$ cat config.mk
export PLATFORM = sky130hd
export DESIGN_NAME = pam_mux_flat
export DESIGN_NICKNAME = d
export VERILOG_FILES = /design/src/pam_pkg.sv /design/src/pam_if.sv /design/src/pam_mux.sv /design/src/flat_wrapper.sv
export SDC_FILE = /design/constraint.sdc
export NUM_CORES = 1
export LEC_CHECK = 0
export ABC_CLOCK_PERIOD_IN_PS = 1790
export BUFFER_PORTS_ARGS = -buffer_cell sky130_fd_sc_hd__buf_2
export CAP_MARGIN = 20
export CORE_ASPECT_RATIO = 0.9
export CORE_MARGIN = 2
export CORE_UTILIZATION = 45
export CTS_CLUSTER_SIZE = 25
export DETAILED_ROUTE_END_ITERATION = 10
export GPL_TIMING_DRIVEN = 0
export PLACE_DENSITY = 0.89
export REMOVE_ABC_BUFFERS = 1
export SETUP_SLACK_MARGIN = 0.2
export SLEW_MARGIN = 10
export SYNTH_ARGS = -nofsm -noshare
export SYNTH_HDL_FRONTEND = slang
export SYNTH_SLANG_ARGS = --single-unit
$ cat constraint.sdc
create_clock -name clock -period 1.79 [get_ports clock]
set_clock_uncertainty 0.1 [all_clocks]
set_input_delay 0.537 -clock clock [delete_from_list [all_inputs] [get_ports clock]]
set_output_delay 0.537 -clock clock [all_outputs]
set_load 0.005 [all_outputs]
$ cat src/pam_pkg.sv
// Package for the port alternate-function mux: pin map, config codes, reset values.
// Assumes both ends (pin-side mux and peripheral-side control) import it whole.
//
// Behaviour
// RULE_01: Alternate output loops into co-located alternate input
// RULE_02: Digital alternate inputs always follow the pin
// RULE_03: Analog open-drain mode cuts digital input
// RULE_04: Inputs always Schmitt; threshold select ignored
// RULE_05: Only one alternate function per pin
// RULE_06: Digital alternate input needs only peripheral enable
// RULE_07: Software sets analog code before converter use
// RULE_08: Software selects alternate outputs by config code
// RULE_09: Codes 101 or 001 give digital input
// RULE_10: Code 011 drives alternate output push-pull
// RULE_11: Code 111 selects analog input
// RULE_12: P3.0 MOSI, P3.1 MISO plus wake line 3
// RULE_13: P3.2 timer in/SCK, P3.3 SSN/timer out
// RULE_14: P3.4 trigger/compare 2, P3.5 irq6/compare 1
// RULE_15: P3.6 capture1/wake2, P5.0 capture2/wake1
// RULE_16: P5.1 feeds non-maskable irq and wake0
// RULE_17: P5.2 analog2/irq0/watchdog in; P5.3 analog3/clock/watchdog out
// RULE_18: P5.4-7 analog; P5.6 alt clock; P5.7 main clock
// RULE_19: Reset forces all pins floating input
package pam_pkg;
  localparam int P3_WIDTH = 7;
  localparam int P5_WIDTH = 8;
  localparam int CFG_W    = 3;

  // ---------------------------------------------------------------
  // Configuration codes {cfg2,cfg1,cfg0}
  // ---------------------------------------------------------------
  localparam logic [2:0] CFG_FLOAT_IN  = 3'h1; // 0,0,1 digital input
  localparam logic [2:0] CFG_SCHMITT_IN = 3'h5; // 1,0,1 digital input
  localparam logic [2:0] CFG_OUT_OD    = 3'h0;
  localparam logic [2:0] CFG_OUT_PP    = 3'h2;
  localparam logic [2:0] CFG_ALT_PP    = 3'h3; // 0,1,1 alternate push-pull
  localparam logic [2:0] CFG_BIDIR     = 3'h4;
  localparam logic [2:0] CFG_ALT_OD_WPU = 3'h6;
  localparam logic [2:0] CFG_ALT_OD    = 3'h7; // 1,1,1 alternate open drain / analog
  localparam logic [2:0] CFG_RESET     = CFG_FLOAT_IN;

  // ---------------------------------------------------------------
  // Pin positions
  // ---------------------------------------------------------------
  localparam int P3_MOSI = 0;
  localparam int P3_MISO = 1;
  localparam int P3_SCK  = 2;
  localparam int P3_SSN  = 3;
  localparam int P3_TRG  = 4;
  localparam int P3_IRQ6 = 5;
  localparam int P3_CAP1 = 6;
  localparam int P5_CAP2 = 0;
  localparam int P5_NMI  = 1;
  localparam int P5_AN2  = 2;
  localparam int P5_AN3  = 3;
  localparam int P5_CKAF = 6;
  localparam int P5_CLKO = 7;
  localparam int P5_ANLO = 2; // First analog pin

  // ---------------------------------------------------------------
  // Register offsets on the software port
  // ---------------------------------------------------------------
  localparam logic [3:0] ADDR_P3_CFG0 = 4'h0;
  localparam logic [3:0] ADDR_P3_CFG1 = 4'h1;
  localparam logic [3:0] ADDR_P3_CFG2 = 4'h2;
  localparam logic [3:0] ADDR_P3_DATA = 4'h3;
  localparam logic [3:0] ADDR_P5_CFG0 = 4'h4;
  localparam logic [3:0] ADDR_P5_CFG1 = 4'h5;
  localparam logic [3:0] ADDR_P5_CFG2 = 4'h6;
  localparam logic [3:0] ADDR_P5_DATA = 4'h7;
  localparam logic [3:0] ADDR_P3_PINS = 4'h8;
  localparam logic [3:0] ADDR_P5_PINS = 4'h9;
  localparam logic [3:0] ADDR_MISC    = 4'ha;
  localparam logic [3:0] ADDR_ANALOG  = 4'hb;

  localparam logic [6:0] P3_DATA_RST = 7'h7f;
  localparam logic [7:0] P5_DATA_RST = 8'hff;
endpackage

$ cat src/pam_if.sv
// Interface joining the pin-side mux and the peripheral-side control end.
// Assumes the testbench resolves pads from out/oe_n pairs.
`timescale 1ns/10ps
interface pam_if;
  import pam_pkg::*;
  // Per-pin configuration bits, three planes per port
  logic [6:0] port3_cfg_bit0, port3_cfg_bit1, port3_cfg_bit2;
  logic [7:0] port5_cfg_bit0, port5_cfg_bit1, port5_cfg_bit2;
  logic [6:0] p3_data;
  logic [7:0] p5_data;
  logic       ttl_select;     // Threshold select, no effect
  // Peripheral alternate outputs and their enables
  logic       spi_mosi_out, spi_miso_out, spi_sck_out, spi_master;
  logic       std_timer_out, compare_out_1, compare_out_2, watchdog_out, main_clock_out;
  // Alternate inputs delivered to peripherals
  logic       spi_mosi_in, spi_miso_in, spi_sck_in, spi_ssn_in;
  logic       std_timer_in, conv_ext_trigger, ext_irq_6, ext_irq_0, nmi_in;
  logic       capture_in_1, capture_in_2, watchdog_in, timer_ext_clock, alt_clock_source;
  logic [3:0] wake_line;
  logic [7:2] analog_sel;
  logic [6:0] p3_in;
  logic [7:0] p5_in;

  modport mux (
    input  port3_cfg_bit0, port3_cfg_bit1, port3_cfg_bit2,
    input  port5_cfg_bit0, port5_cfg_bit1, port5_cfg_bit2, p3_data, p5_data, ttl_select,
    input  spi_mosi_out, spi_miso_out, spi_sck_out, spi_master,
    input  std_timer_out, compare_out_1, compare_out_2, watchdog_out, main_clock_out,
    output spi_mosi_in, spi_miso_in, spi_sck_in, spi_ssn_in, std_timer_in, conv_ext_trigger,
    output ext_irq_6, ext_irq_0, nmi_in, capture_in_1, capture_in_2, watchdog_in,
    output timer_ext_clock, alt_clock_source, wake_line, analog_sel, p3_in, p5_in
  );
  modport ctrl (
    output port3_cfg_bit0, port3_cfg_bit1, port3_cfg_bit2,
    output port5_cfg_bit0, port5_cfg_bit1, port5_cfg_bit2, p3_data, p5_data, ttl_select,
    output spi_mosi_out, spi_miso_out, spi_sck_out, spi_master,
    output std_timer_out, compare_out_1, compare_out_2, watchdog_out, main_clock_out,
    input  spi_mosi_in, spi_miso_in, spi_sck_in, spi_ssn_in, std_timer_in, conv_ext_trigger,
    input  ext_irq_6, ext_irq_0, nmi_in, capture_in_1, capture_in_2, watchdog_in,
    input  timer_ext_clock, alt_clock_source, wake_line, analog_sel, p3_in, p5_in
  );
endinterface

$ cat src/pam_mux.sv
// Pin-side end: routes pads to port logic or alternate functions.
// Assumes pads are resolved outside from pad_out / pad_oe_n; pad_in is asynchronous.
//
// Implementation choices: the strobed register port and the placing of the registers.
`timescale 1ns/10ps
module pam_mux
  import pam_pkg::*;
(
  input  wire logic       clock,
  input  wire logic       arst_n,
  pam_if.mux              bus,
  input  wire logic [6:0] p3_pad_in,
  output logic      [6:0] p3_pad_out,
  output logic      [6:0] p3_pad_oe_n,
  input  wire logic [7:0] p5_pad_in,
  output logic      [7:0] p5_pad_out,
  output logic      [7:0] p5_pad_oe_n
);
  // ---------------------------------------------------------------
  // Input synchronisers: three stages, change taken when 2 and 3 agree
  // ---------------------------------------------------------------
  logic [14:0] sync1, sync2, sync3, pin_q;
  always_ff @(posedge clock or negedge arst_n) begin
    if (!arst_n) begin
      sync1 <= '0;
      sync2 <= '0;
      sync3 <= '0;
    end else begin
      sync1 <= {p5_pad_in, p3_pad_in};
      sync2 <= sync1;
      sync3 <= sync2;
    end
  end
  // Filter: hold last agreed value, only stages 2 and 3 consulted
  always_ff @(posedge clock or negedge arst_n) begin
    if (!arst_n) begin
      pin_q <= '0;
    end else begin
      pin_q <= (sync2 & sync3) | (pin_q & (sync2 | sync3));
    end
  end

  // ---------------------------------------------------------------
  // Per-pin decode
  // ---------------------------------------------------------------
  logic [14:0] alt_pp, alt_od, gpo_on, gpo_od, analog, drive, drv_val, pin_view;
  logic [14:0] alt_val;
  logic [14:0] gpo_val;
  // Port data of both ports in pin order, avoids a negative index below
  assign gpo_val = {bus.p5_data, bus.p3_data};
  logic [2:0]  code [15];
  always_comb begin
    for (int i = 0; i < 7; i++) begin
      code[i] = {bus.port3_cfg_bit2[i], bus.port3_cfg_bit1[i], bus.port3_cfg_bit0[i]};
    end
    for (int i = 0; i < 8; i++) begin
      code[7+i] = {bus.port5_cfg_bit2[i], bus.port5_cfg_bit1[i], bus.port5_cfg_bit0[i]};
    end
  end
  // Alternate output source per pin; SPI lines take their outputs whatever the master/slave role
  always_comb begin
    alt_val = '1;
    alt_val[P3_MOSI] = bus.spi_mosi_out;                       // RULE_12
    alt_val[P3_MISO] = bus.spi_miso_out;                       // RULE_12
    alt_val[P3_SCK]  = bus.spi_sck_out;                        // RULE_13
    alt_val[P3_SSN]  = bus.std_timer_out;                      // RULE_13
    alt_val[P3_TRG]  = bus.compare_out_2;                      // RULE_14
    alt_val[P3_IRQ6] = bus.compare_out_1;                      // RULE_14
    alt_val[7+P5_AN3]  = bus.watchdog_out;                     // RULE_17
    alt_val[7+P5_CLKO] = bus.main_clock_out;                   // RULE_18
  end
  // Decode: threshold select deliberately unread, input is always Schmitt
  always_comb begin
    for (int i = 0; i < 15; i++) begin
      alt_pp[i] = (code[i] == CFG_ALT_PP);                     // RULE_10
      alt_od[i] = (code[i] == CFG_ALT_OD) || (code[i] == CFG_ALT_OD_WPU);
      gpo_on[i] = (code[i] == CFG_OUT_PP) || (code[i] == CFG_OUT_OD) || (code[i] == CFG_BIDIR);
      gpo_od[i] = (code[i] == CFG_OUT_OD);
      analog[i] = (i >= 7 + P5_ANLO) && (code[i] == CFG_ALT_OD); // RULE_11 RULE_07
      drive[i]  = 1'b0;
      drv_val[i] = 1'b1;
      if (alt_pp[i]) begin                                     // RULE_08
        drive[i]   = 1'b1;
        drv_val[i] = alt_val[i];
      end else if (alt_od[i] && !analog[i]) begin
        drive[i]   = !alt_val[i];
        drv_val[i] = 1'b0;
      end else if (gpo_on[i]) begin
        drv_val[i] = gpo_val[i];
        drive[i]   = gpo_od[i] ? !drv_val[i] : 1'b1;
      end
      // Driven alt output loops back; else pad value; analog cuts path
      if (analog[i]) begin
        pin_view[i] = 1'b0;                                    // RULE_03
      end else if (alt_pp[i] || alt_od[i]) begin
        pin_view[i] = alt_val[i] & pin_q[i];                   // RULE_01
      end else begin
        pin_view[i] = pin_q[i];                                // RULE_02 RULE_09 RULE_04
      end
    end
  end

  // ---------------------------------------------------------------
  // Pad drive registers; reset is floating input
  // ---------------------------------------------------------------
  always_ff @(posedge clock or negedge arst_n) begin
    if (!arst_n) begin
      p3_pad_oe_n <= '1;                                       // RULE_19
      p5_pad_oe_n <= '1;                                       // RULE_19
      p3_pad_out  <= '0;
      p5_pad_out  <= '0;
    end else begin
      p3_pad_oe_n <= ~drive[6:0];
      p5_pad_oe_n <= ~drive[14:7];
      p3_pad_out  <= drv_val[6:0];
      p5_pad_out  <= drv_val[14:7];
    end
  end

  // ---------------------------------------------------------------
  // Alternate inputs: connected unless the pin is in analog mode, peripheral enable decides use
  // ---------------------------------------------------------------
  always_comb begin
    bus.spi_mosi_in      = pin_view[P3_MOSI];                  // RULE_12 RULE_06
    bus.spi_miso_in      = pin_view[P3_MISO];                  // RULE_12
    bus.wake_line[3]     = pin_view[P3_MISO];                  // RULE_12
    bus.std_timer_in     = pin_view[P3_SCK];                   // RULE_13
    bus.spi_sck_in       = pin_view[P3_SCK];                   // RULE_13
    bus.spi_ssn_in       = pin_view[P3_SSN];                   // RULE_13
    bus.conv_ext_trigger = pin_view[P3_TRG];                   // RULE_14
    bus.ext_irq_6        = pin_view[P3_IRQ6];                  // RULE_14
    bus.capture_in_1     = pin_view[P3_CAP1];                  // RULE_15
    bus.wake_line[2]     = pin_view[P3_CAP1];                  // RULE_15
    bus.capture_in_2     = pin_view[7+P5_CAP2];                // RULE_15
    bus.wake_line[1]     = pin_view[7+P5_CAP2];                // RULE_15
    bus.nmi_in           = pin_view[7+P5_NMI];                 // RULE_16
    bus.wake_line[0]     = pin_view[7+P5_NMI];                 // RULE_16
    bus.ext_irq_0        = pin_view[7+P5_AN2];                 // RULE_17
    bus.watchdog_in      = pin_view[7+P5_AN2];                 // RULE_17
    bus.timer_ext_clock  = pin_view[7+P5_AN3];                 // RULE_17
    bus.alt_clock_source = pin_view[7+P5_CKAF];                // RULE_18
    bus.analog_sel       = analog[14:9];                       // RULE_18 RULE_11
    bus.p3_in            = pin_view[6:0];
    bus.p5_in            = pin_view[14:7];
  end
endmodule

$ cat src/flat_wrapper.sv
// flat-port wrapper written by rule: the top's interface ports become plain ports
module pam_mux_flat import pam_pkg::*;
  (clock, arst_n, p3_pad_in, p3_pad_out, p3_pad_oe_n, p5_pad_in, p5_pad_out, p5_pad_oe_n, bus_port3_cfg_bit0, bus_port3_cfg_bit1, bus_port3_cfg_bit2, bus_port5_cfg_bit0, bus_port5_cfg_bit1, bus_port5_cfg_bit2, bus_p3_data, bus_p5_data, bus_ttl_select, bus_spi_mosi_out, bus_spi_miso_out, bus_spi_sck_out, bus_spi_master, bus_std_timer_out, bus_compare_out_1, bus_compare_out_2, bus_watchdog_out, bus_main_clock_out, bus_spi_mosi_in, bus_spi_miso_in, bus_spi_sck_in, bus_spi_ssn_in, bus_std_timer_in, bus_conv_ext_trigger, bus_ext_irq_6, bus_ext_irq_0, bus_nmi_in, bus_capture_in_1, bus_capture_in_2, bus_watchdog_in, bus_timer_ext_clock, bus_alt_clock_source, bus_wake_line, bus_analog_sel, bus_p3_in, bus_p5_in);
  pam_if bus_i ();
  input  wire logic clock;
  input  wire logic arst_n;
  input  wire logic [6:0] p3_pad_in;
  output logic      [6:0] p3_pad_out;
  output logic      [6:0] p3_pad_oe_n;
  input  wire logic [7:0] p5_pad_in;
  output logic      [7:0] p5_pad_out;
  output logic      [7:0] p5_pad_oe_n;
  input wire logic [$bits(bus_i.port3_cfg_bit0)-1:0] bus_port3_cfg_bit0;
  input wire logic [$bits(bus_i.port3_cfg_bit1)-1:0] bus_port3_cfg_bit1;
  input wire logic [$bits(bus_i.port3_cfg_bit2)-1:0] bus_port3_cfg_bit2;
  input wire logic [$bits(bus_i.port5_cfg_bit0)-1:0] bus_port5_cfg_bit0;
  input wire logic [$bits(bus_i.port5_cfg_bit1)-1:0] bus_port5_cfg_bit1;
  input wire logic [$bits(bus_i.port5_cfg_bit2)-1:0] bus_port5_cfg_bit2;
  input wire logic [$bits(bus_i.p3_data)-1:0] bus_p3_data;
  input wire logic [$bits(bus_i.p5_data)-1:0] bus_p5_data;
  input wire logic [$bits(bus_i.ttl_select)-1:0] bus_ttl_select;
  input wire logic [$bits(bus_i.spi_mosi_out)-1:0] bus_spi_mosi_out;
  input wire logic [$bits(bus_i.spi_miso_out)-1:0] bus_spi_miso_out;
  input wire logic [$bits(bus_i.spi_sck_out)-1:0] bus_spi_sck_out;
  input wire logic [$bits(bus_i.spi_master)-1:0] bus_spi_master;
  input wire logic [$bits(bus_i.std_timer_out)-1:0] bus_std_timer_out;
  input wire logic [$bits(bus_i.compare_out_1)-1:0] bus_compare_out_1;
  input wire logic [$bits(bus_i.compare_out_2)-1:0] bus_compare_out_2;
  input wire logic [$bits(bus_i.watchdog_out)-1:0] bus_watchdog_out;
  input wire logic [$bits(bus_i.main_clock_out)-1:0] bus_main_clock_out;
  output wire logic [$bits(bus_i.spi_mosi_in)-1:0] bus_spi_mosi_in;
  output wire logic [$bits(bus_i.spi_miso_in)-1:0] bus_spi_miso_in;
  output wire logic [$bits(bus_i.spi_sck_in)-1:0] bus_spi_sck_in;
  output wire logic [$bits(bus_i.spi_ssn_in)-1:0] bus_spi_ssn_in;
  output wire logic [$bits(bus_i.std_timer_in)-1:0] bus_std_timer_in;
  output wire logic [$bits(bus_i.conv_ext_trigger)-1:0] bus_conv_ext_trigger;
  output wire logic [$bits(bus_i.ext_irq_6)-1:0] bus_ext_irq_6;
  output wire logic [$bits(bus_i.ext_irq_0)-1:0] bus_ext_irq_0;
  output wire logic [$bits(bus_i.nmi_in)-1:0] bus_nmi_in;
  output wire logic [$bits(bus_i.capture_in_1)-1:0] bus_capture_in_1;
  output wire logic [$bits(bus_i.capture_in_2)-1:0] bus_capture_in_2;
  output wire logic [$bits(bus_i.watchdog_in)-1:0] bus_watchdog_in;
  output wire logic [$bits(bus_i.timer_ext_clock)-1:0] bus_timer_ext_clock;
  output wire logic [$bits(bus_i.alt_clock_source)-1:0] bus_alt_clock_source;
  output wire logic [$bits(bus_i.wake_line)-1:0] bus_wake_line;
  output wire logic [$bits(bus_i.analog_sel)-1:0] bus_analog_sel;
  output wire logic [$bits(bus_i.p3_in)-1:0] bus_p3_in;
  output wire logic [$bits(bus_i.p5_in)-1:0] bus_p5_in;
  assign bus_i.port3_cfg_bit0 = bus_port3_cfg_bit0;
  assign bus_i.port3_cfg_bit1 = bus_port3_cfg_bit1;
  assign bus_i.port3_cfg_bit2 = bus_port3_cfg_bit2;
  assign bus_i.port5_cfg_bit0 = bus_port5_cfg_bit0;
  assign bus_i.port5_cfg_bit1 = bus_port5_cfg_bit1;
  assign bus_i.port5_cfg_bit2 = bus_port5_cfg_bit2;
  assign bus_i.p3_data = bus_p3_data;
  assign bus_i.p5_data = bus_p5_data;
  assign bus_i.ttl_select = bus_ttl_select;
  assign bus_i.spi_mosi_out = bus_spi_mosi_out;
  assign bus_i.spi_miso_out = bus_spi_miso_out;
  assign bus_i.spi_sck_out = bus_spi_sck_out;
  assign bus_i.spi_master = bus_spi_master;
  assign bus_i.std_timer_out = bus_std_timer_out;
  assign bus_i.compare_out_1 = bus_compare_out_1;
  assign bus_i.compare_out_2 = bus_compare_out_2;
  assign bus_i.watchdog_out = bus_watchdog_out;
  assign bus_i.main_clock_out = bus_main_clock_out;
  assign bus_spi_mosi_in = bus_i.spi_mosi_in;
  assign bus_spi_miso_in = bus_i.spi_miso_in;
  assign bus_spi_sck_in = bus_i.spi_sck_in;
  assign bus_spi_ssn_in = bus_i.spi_ssn_in;
  assign bus_std_timer_in = bus_i.std_timer_in;
  assign bus_conv_ext_trigger = bus_i.conv_ext_trigger;
  assign bus_ext_irq_6 = bus_i.ext_irq_6;
  assign bus_ext_irq_0 = bus_i.ext_irq_0;
  assign bus_nmi_in = bus_i.nmi_in;
  assign bus_capture_in_1 = bus_i.capture_in_1;
  assign bus_capture_in_2 = bus_i.capture_in_2;
  assign bus_watchdog_in = bus_i.watchdog_in;
  assign bus_timer_ext_clock = bus_i.timer_ext_clock;
  assign bus_alt_clock_source = bus_i.alt_clock_source;
  assign bus_wake_line = bus_i.wake_line;
  assign bus_analog_sel = bus_i.analog_sel;
  assign bus_p3_in = bus_i.p3_in;
  assign bus_p5_in = bus_i.p5_in;
  pam_mux u_core (.clock(clock), .arst_n(arst_n), .bus(bus_i), .p3_pad_in(p3_pad_in), .p3_pad_out(p3_pad_out), .p3_pad_oe_n(p3_pad_oe_n), .p5_pad_in(p5_pad_in), .p5_pad_out(p5_pad_out), .p5_pad_oe_n(p5_pad_oe_n));
endmodule
# Word level (Yosys, flattened, before mapping)

Cells that the tools add are included.

Equality and inequality tests: 75
Mux-type cells: 119
Bitwise logic cells: 14
Reduce and logical (&&, ||, !) cells: 103

Operators with widths:

| kind                                           | number |
|---|---|
| == test 3 bit (second input constant)          | 45 |
| two-way mux 1 bit                              | 119 |
| == test 3 x 2 -> 1 bit (second input constant) | 30 |
| logical OR 1 bit                               | 53 |
| zero test 3 bit                                | 15 |
| bitwise AND 15 bit                             | 2 |
| OR 15 bit                                      | 2 |
| zero test 1 bit                                | 29 |
| bitwise AND 1 bit                              | 8 |
| NOT 8 bit                                      | 1 |
| NOT 7 bit                                      | 1 |
| logical AND 1 bit                              | 6 |

Register bits after elaboration: 90
Input bits: 87
Output and inout port bits: 69

# Longest topological paths before layout

Depth in word-level cells: 7
Depth in mapped cells: 4
Gate-level depth less buffers: 3

# Worst setup path before layout

Ideal clock, no wire load.

Path type: input port to output port
From: input bus_port5_cfg_bit1[3]
To: output bus_p5_in[3]
Data arrival time: 1.086 ns
Slack: 0.067 ns
Cell stages on the path: 3
Path buffers: 1
Cell sequence: and3_4 > a211oi_2 > buf_4

Cells in the longest elaborated chain, start to end: 5
Elaborated cells between the ends (all ways): 7

Ends and longest elaborated chain:

| element                                 | RTL line                     | RTL |
|---|---|---|
| from (decl)                             | flat_wrapper.sv:17           | `input wire logic [$bits(bus_i.port5_cfg_bit1)-1:0] bus_port5_cfg_bit1;` |
| == test 3 bit, on equally long branches | pam_mux.sv:76, pam_mux.sv:79 |  |
| logical OR 1 bit                        | pam_mux.sv:76                | `alt_od[i] = (code[i] == CFG_ALT_OD) \|\| (code[i] == CFG_ALT_OD_WPU);` |
| logical OR 1 bit                        | pam_mux.sv:95                | `end else if (alt_pp[i] \|\| alt_od[i]) begin` |
| two-way mux 1 bit                       | pam_mux.sv:95                |  |
| two-way mux 1 bit *                     | pam_mux.sv:93                | `if (analog[i]) begin` |
| to (decl)                               | flat_wrapper.sv:48           | `output wire logic [$bits(bus_i.p5_in)-1:0] bus_p5_in;` |

Every way passes the cells marked *; elsewhere a longest branch is shown, timed or not.

# Worst setup path in the final report

From: input bus_port5_cfg_bit2[3]
To: output bus_p5_in[3]

Cells in the longest elaborated chain, start to end: 5
Elaborated cells between the ends (all ways): 7

Ends and longest elaborated chain:

| element                                 | RTL line                     | RTL |
|---|---|---|
| from (decl)                             | flat_wrapper.sv:18           | `input wire logic [$bits(bus_i.port5_cfg_bit2)-1:0] bus_port5_cfg_bit2;` |
| == test 3 bit, on equally long branches | pam_mux.sv:76, pam_mux.sv:79 |  |
| logical OR 1 bit                        | pam_mux.sv:76                |  |
| logical OR 1 bit                        | pam_mux.sv:95                |  |
| two-way mux 1 bit                       | pam_mux.sv:95                |  |
| two-way mux 1 bit *                     | pam_mux.sv:93                |  |

Marks and branches as above.

==> results.md <==
- Worst Hold Class: input pin to asynchronous set/reset pin
- Crit-path max cell delay: roughly 0.18 ns
- Final setup viols: 0
- Seq/Total Area, Yosys: approximately 70%
- Routed WL per cell: ~15 microns
- Reg2reg start: u_core.pin_q[10]$_DFF_PN0_
- First-pass GRT wire length: around 12,000 microns
- Clock transition at path regs: ~0.09 ns
- Drt drc: 0
- Cts bufs inserted: 9
- Avg Inst Size Synth: 12.6 sq um
- WP depth: 4
- Floorplan core area: between 7000 and 8000 sq um
- Final Core Density: a little over two thirds
- Total grt overflow: 0
- #FFs+latches synth: 90
- Clock power share: between 30% and 40%
- Row count: 29
- Seq pwr share: roughly 49%
- Final Max Slew Viols: 0
- LEAKAGE: 2.46 nW
- Largest net degree at the start of global routing: just over 50
- Vias in the first global route: ~2.7k
- Switching share of total power: 22.5%
- CP max-delay cell: and3_4
- Routability cong.: approximately 0.7
- Final Cycle Share: 97.8%
- Drt total wl: ~7800 microns
- Element type at the critical path start: input pin
- Most frequent cells in the layout: buf_2, dfrtp_1, buf_6
- CTS root buf: clkbuf_8
- Final ANT Viol Nets: 0
- Peak supply drop: around 0.44 mV
- Yosys top cell by area: dfrtp_1
- Full die area: approximately 7900 sq um
- CP top delay family: buffers and inverters
- Post-DP HPWL: approximately 4700 microns
- # IOs: ~160
- CP required: between 1 and 1.5 ns
- Critical path fanouts, max: 5
- Unique masters post-synth: 21
- Initial core utilization: about 46%
- Crit. Startpoint: bus_port5_cfg_bit2[3]
- RSZ-0062 raised after global routing: yes
- Hold Fails Final Rpt: 0
- Maxcap violations: 0
- Synth-to-layout area growth: 52.7%
- Mapped Area: between 3000 and 4000 sq um
- Most common cell after layout, fill and taps aside: buf_2
- Nets: approximately 520
- Worst path cell trace: buf_6 -> and3_4 -> a211oi_2 -> buf_2
- Worst Reg2Reg Path Length in Cells: 2
- Number of synthesis warnings: 0
- GRT Overall Usage: ~19%
- Maximum clock insertion buffer count: 2
- Tightest Pin Transition: ~0.53 ns
- Post-Syn Instances: approximately 260
- Clock tree from TritonCTS: done
- Chip width: ~93 microns
- Largest cells by area after synthesis: dfrtp_1, dfstp_2, maj3_1, buf_4, a21oi_1
- Fmax: around 570 MHz
- Initial antenna violation count: 0
- Logic pwr share: between 10% and 20%
- # diodes: 0
- Setup CP Type: input pin to primary output
- Total Neg Setup Slack: 0 ns
- Setup ws final: approximately 0.039 ns
- Status: finished, final reports clean
- Hold buffer count at cts: 0
- Post-Place Setup Slack: -0.0465 ns
- Share of layout cells above drive strength 1: 53.9%
- Worst-Skew Late Latency: about 0.34 ns
- Routed via count: around 2.6k
- Buf+Inv Stages, Crit Path: 2
- Switching power: around 1.0 mW
- Critical Path Sink Type: primary output
- Worst Path Arrival: around 1.1 ns
- Iter 0 DRT Violations: a little under 70
- Fin crit period: about 1.8 ns
- Avg Vias per Cell: 4.86
- DRT Pass-1 Iters: 4
- Internal power: ~3.6 mW
- Worst hold slack: ~0.07 ns
- Die Span Y: around 84 microns
- H-tree Lvls: 3
- Pwr Density: between 900 and 1000 nW/um^2
- Max-slew headroom: between 60% and 70%
- Clk sinks: 90
- Input/output buffers: between 150 and 200
- Post-synth top area share: roughly 58%
power groups by stage:
stage	Sequential (mW)	Clock (mW)	Combinational [mW]
floorplan	2.29	0	0.150
global placement	2.28	0	0.458
detailed placement	2.29	0	0.490
CTS	2.25	1.75	0.612
global route	2.27	1.86	0.733
finish	2.25	1.71	0.672
cells by family after synthesis:
| logic type | synth area share (%) |
|---|---|
| AND/OR/NAND/NOR | 6.45 |
| buffers and inverters | 7.42 |
| AO/OA/AOI/OAI | 11.4 |
| flip-flops | 70.1 |
| adder cells (fa/ha/maj) | 4.63 |
Yosys cell counts:
cell,number
a211oi_2,1
a21o_1,4
a21oi_1,23
a31oi_1,4
and3_1,5
and3_4,1
buf_4,18
dfrtp_1,75
dfstp_2,15
inv_1,28
maj3_1,15
nand2_1,10
nand2b_1,1
nand3_1,6
nor2_1,16
nor2b_1,4
nor3b_1,1
o21a_1,3
o21ai_0,21
o22ai_1,1
o31a_1,6
what timing repair did:
action / CTS / global route
gates cloned: 0 / 0
pin swaps: 19 / 11
endpoints found under the hold margin: 0 / 0
buffers inserted: 23 / 7
endpoints found under the setup margin: 44 / 43
gates resized for setup: 71 / 27
stage by stage:
stage | cells | power, mW | instance area [sq um]
6_report | 533 | 4.64 | 4950
5_1_grt | 533 | 4.86 | 4950
2_1_floorplan | 240 | 2.44 | 3100
3_5_place_dp | 487 | 2.78 | 4020
4_1_cts | 526 | 4.61 | 4780
3_3_place_gp | 486 | 2.74 | 3990
metal layers:
layer	part of all wire, %	GRT usage, %	vias to the layer above
met5	0	0	-
met1	35	21.0	1253
met4	2.0	7.62	0
met2	56	36.7	118
met3	6.9	4.04	18
li1	-	-	1200
final timing paths:
check	to	slack, ns
worst max-delay path	bus_p5_in[3]	0.04
worst min-delay path	u_core.sync2[0]$_DFF_PN0_	0.07
worst max register to register	u_core.pin_q[10]$_DFF_PN0_	0.71
worst min register to register	u_core.sync2[14]$_DFF_PN0_	0.25
max in group asynchronous	u_core.p5_pad_oe_n[1]$_DFF_PN1_	0.85
min in group clock	u_core.sync1[9]$_DFF_PN0_	0.20
registers in the layout (all words and copies together) (netlist names):
register	count
u_core.pin_q	15
u_core.sync1	15
u_core.sync2	15
u_core.sync3	15
u_core.p5_pad_oe_n	8
u_core.p5_pad_out	8
u_core.p3_pad_oe_n	7
u_core.p3_pad_out	7
layout make-up:
type	instances	area, sq um
clock buffers	11	151
clock inverters	5	108
fillers	481	2060
inverters	28	105
multi-input cells	122	807
flip-flops and latches	90	2270
well taps	93	116
repair buffers	184	1390
(Power assumes the default switching activity.)
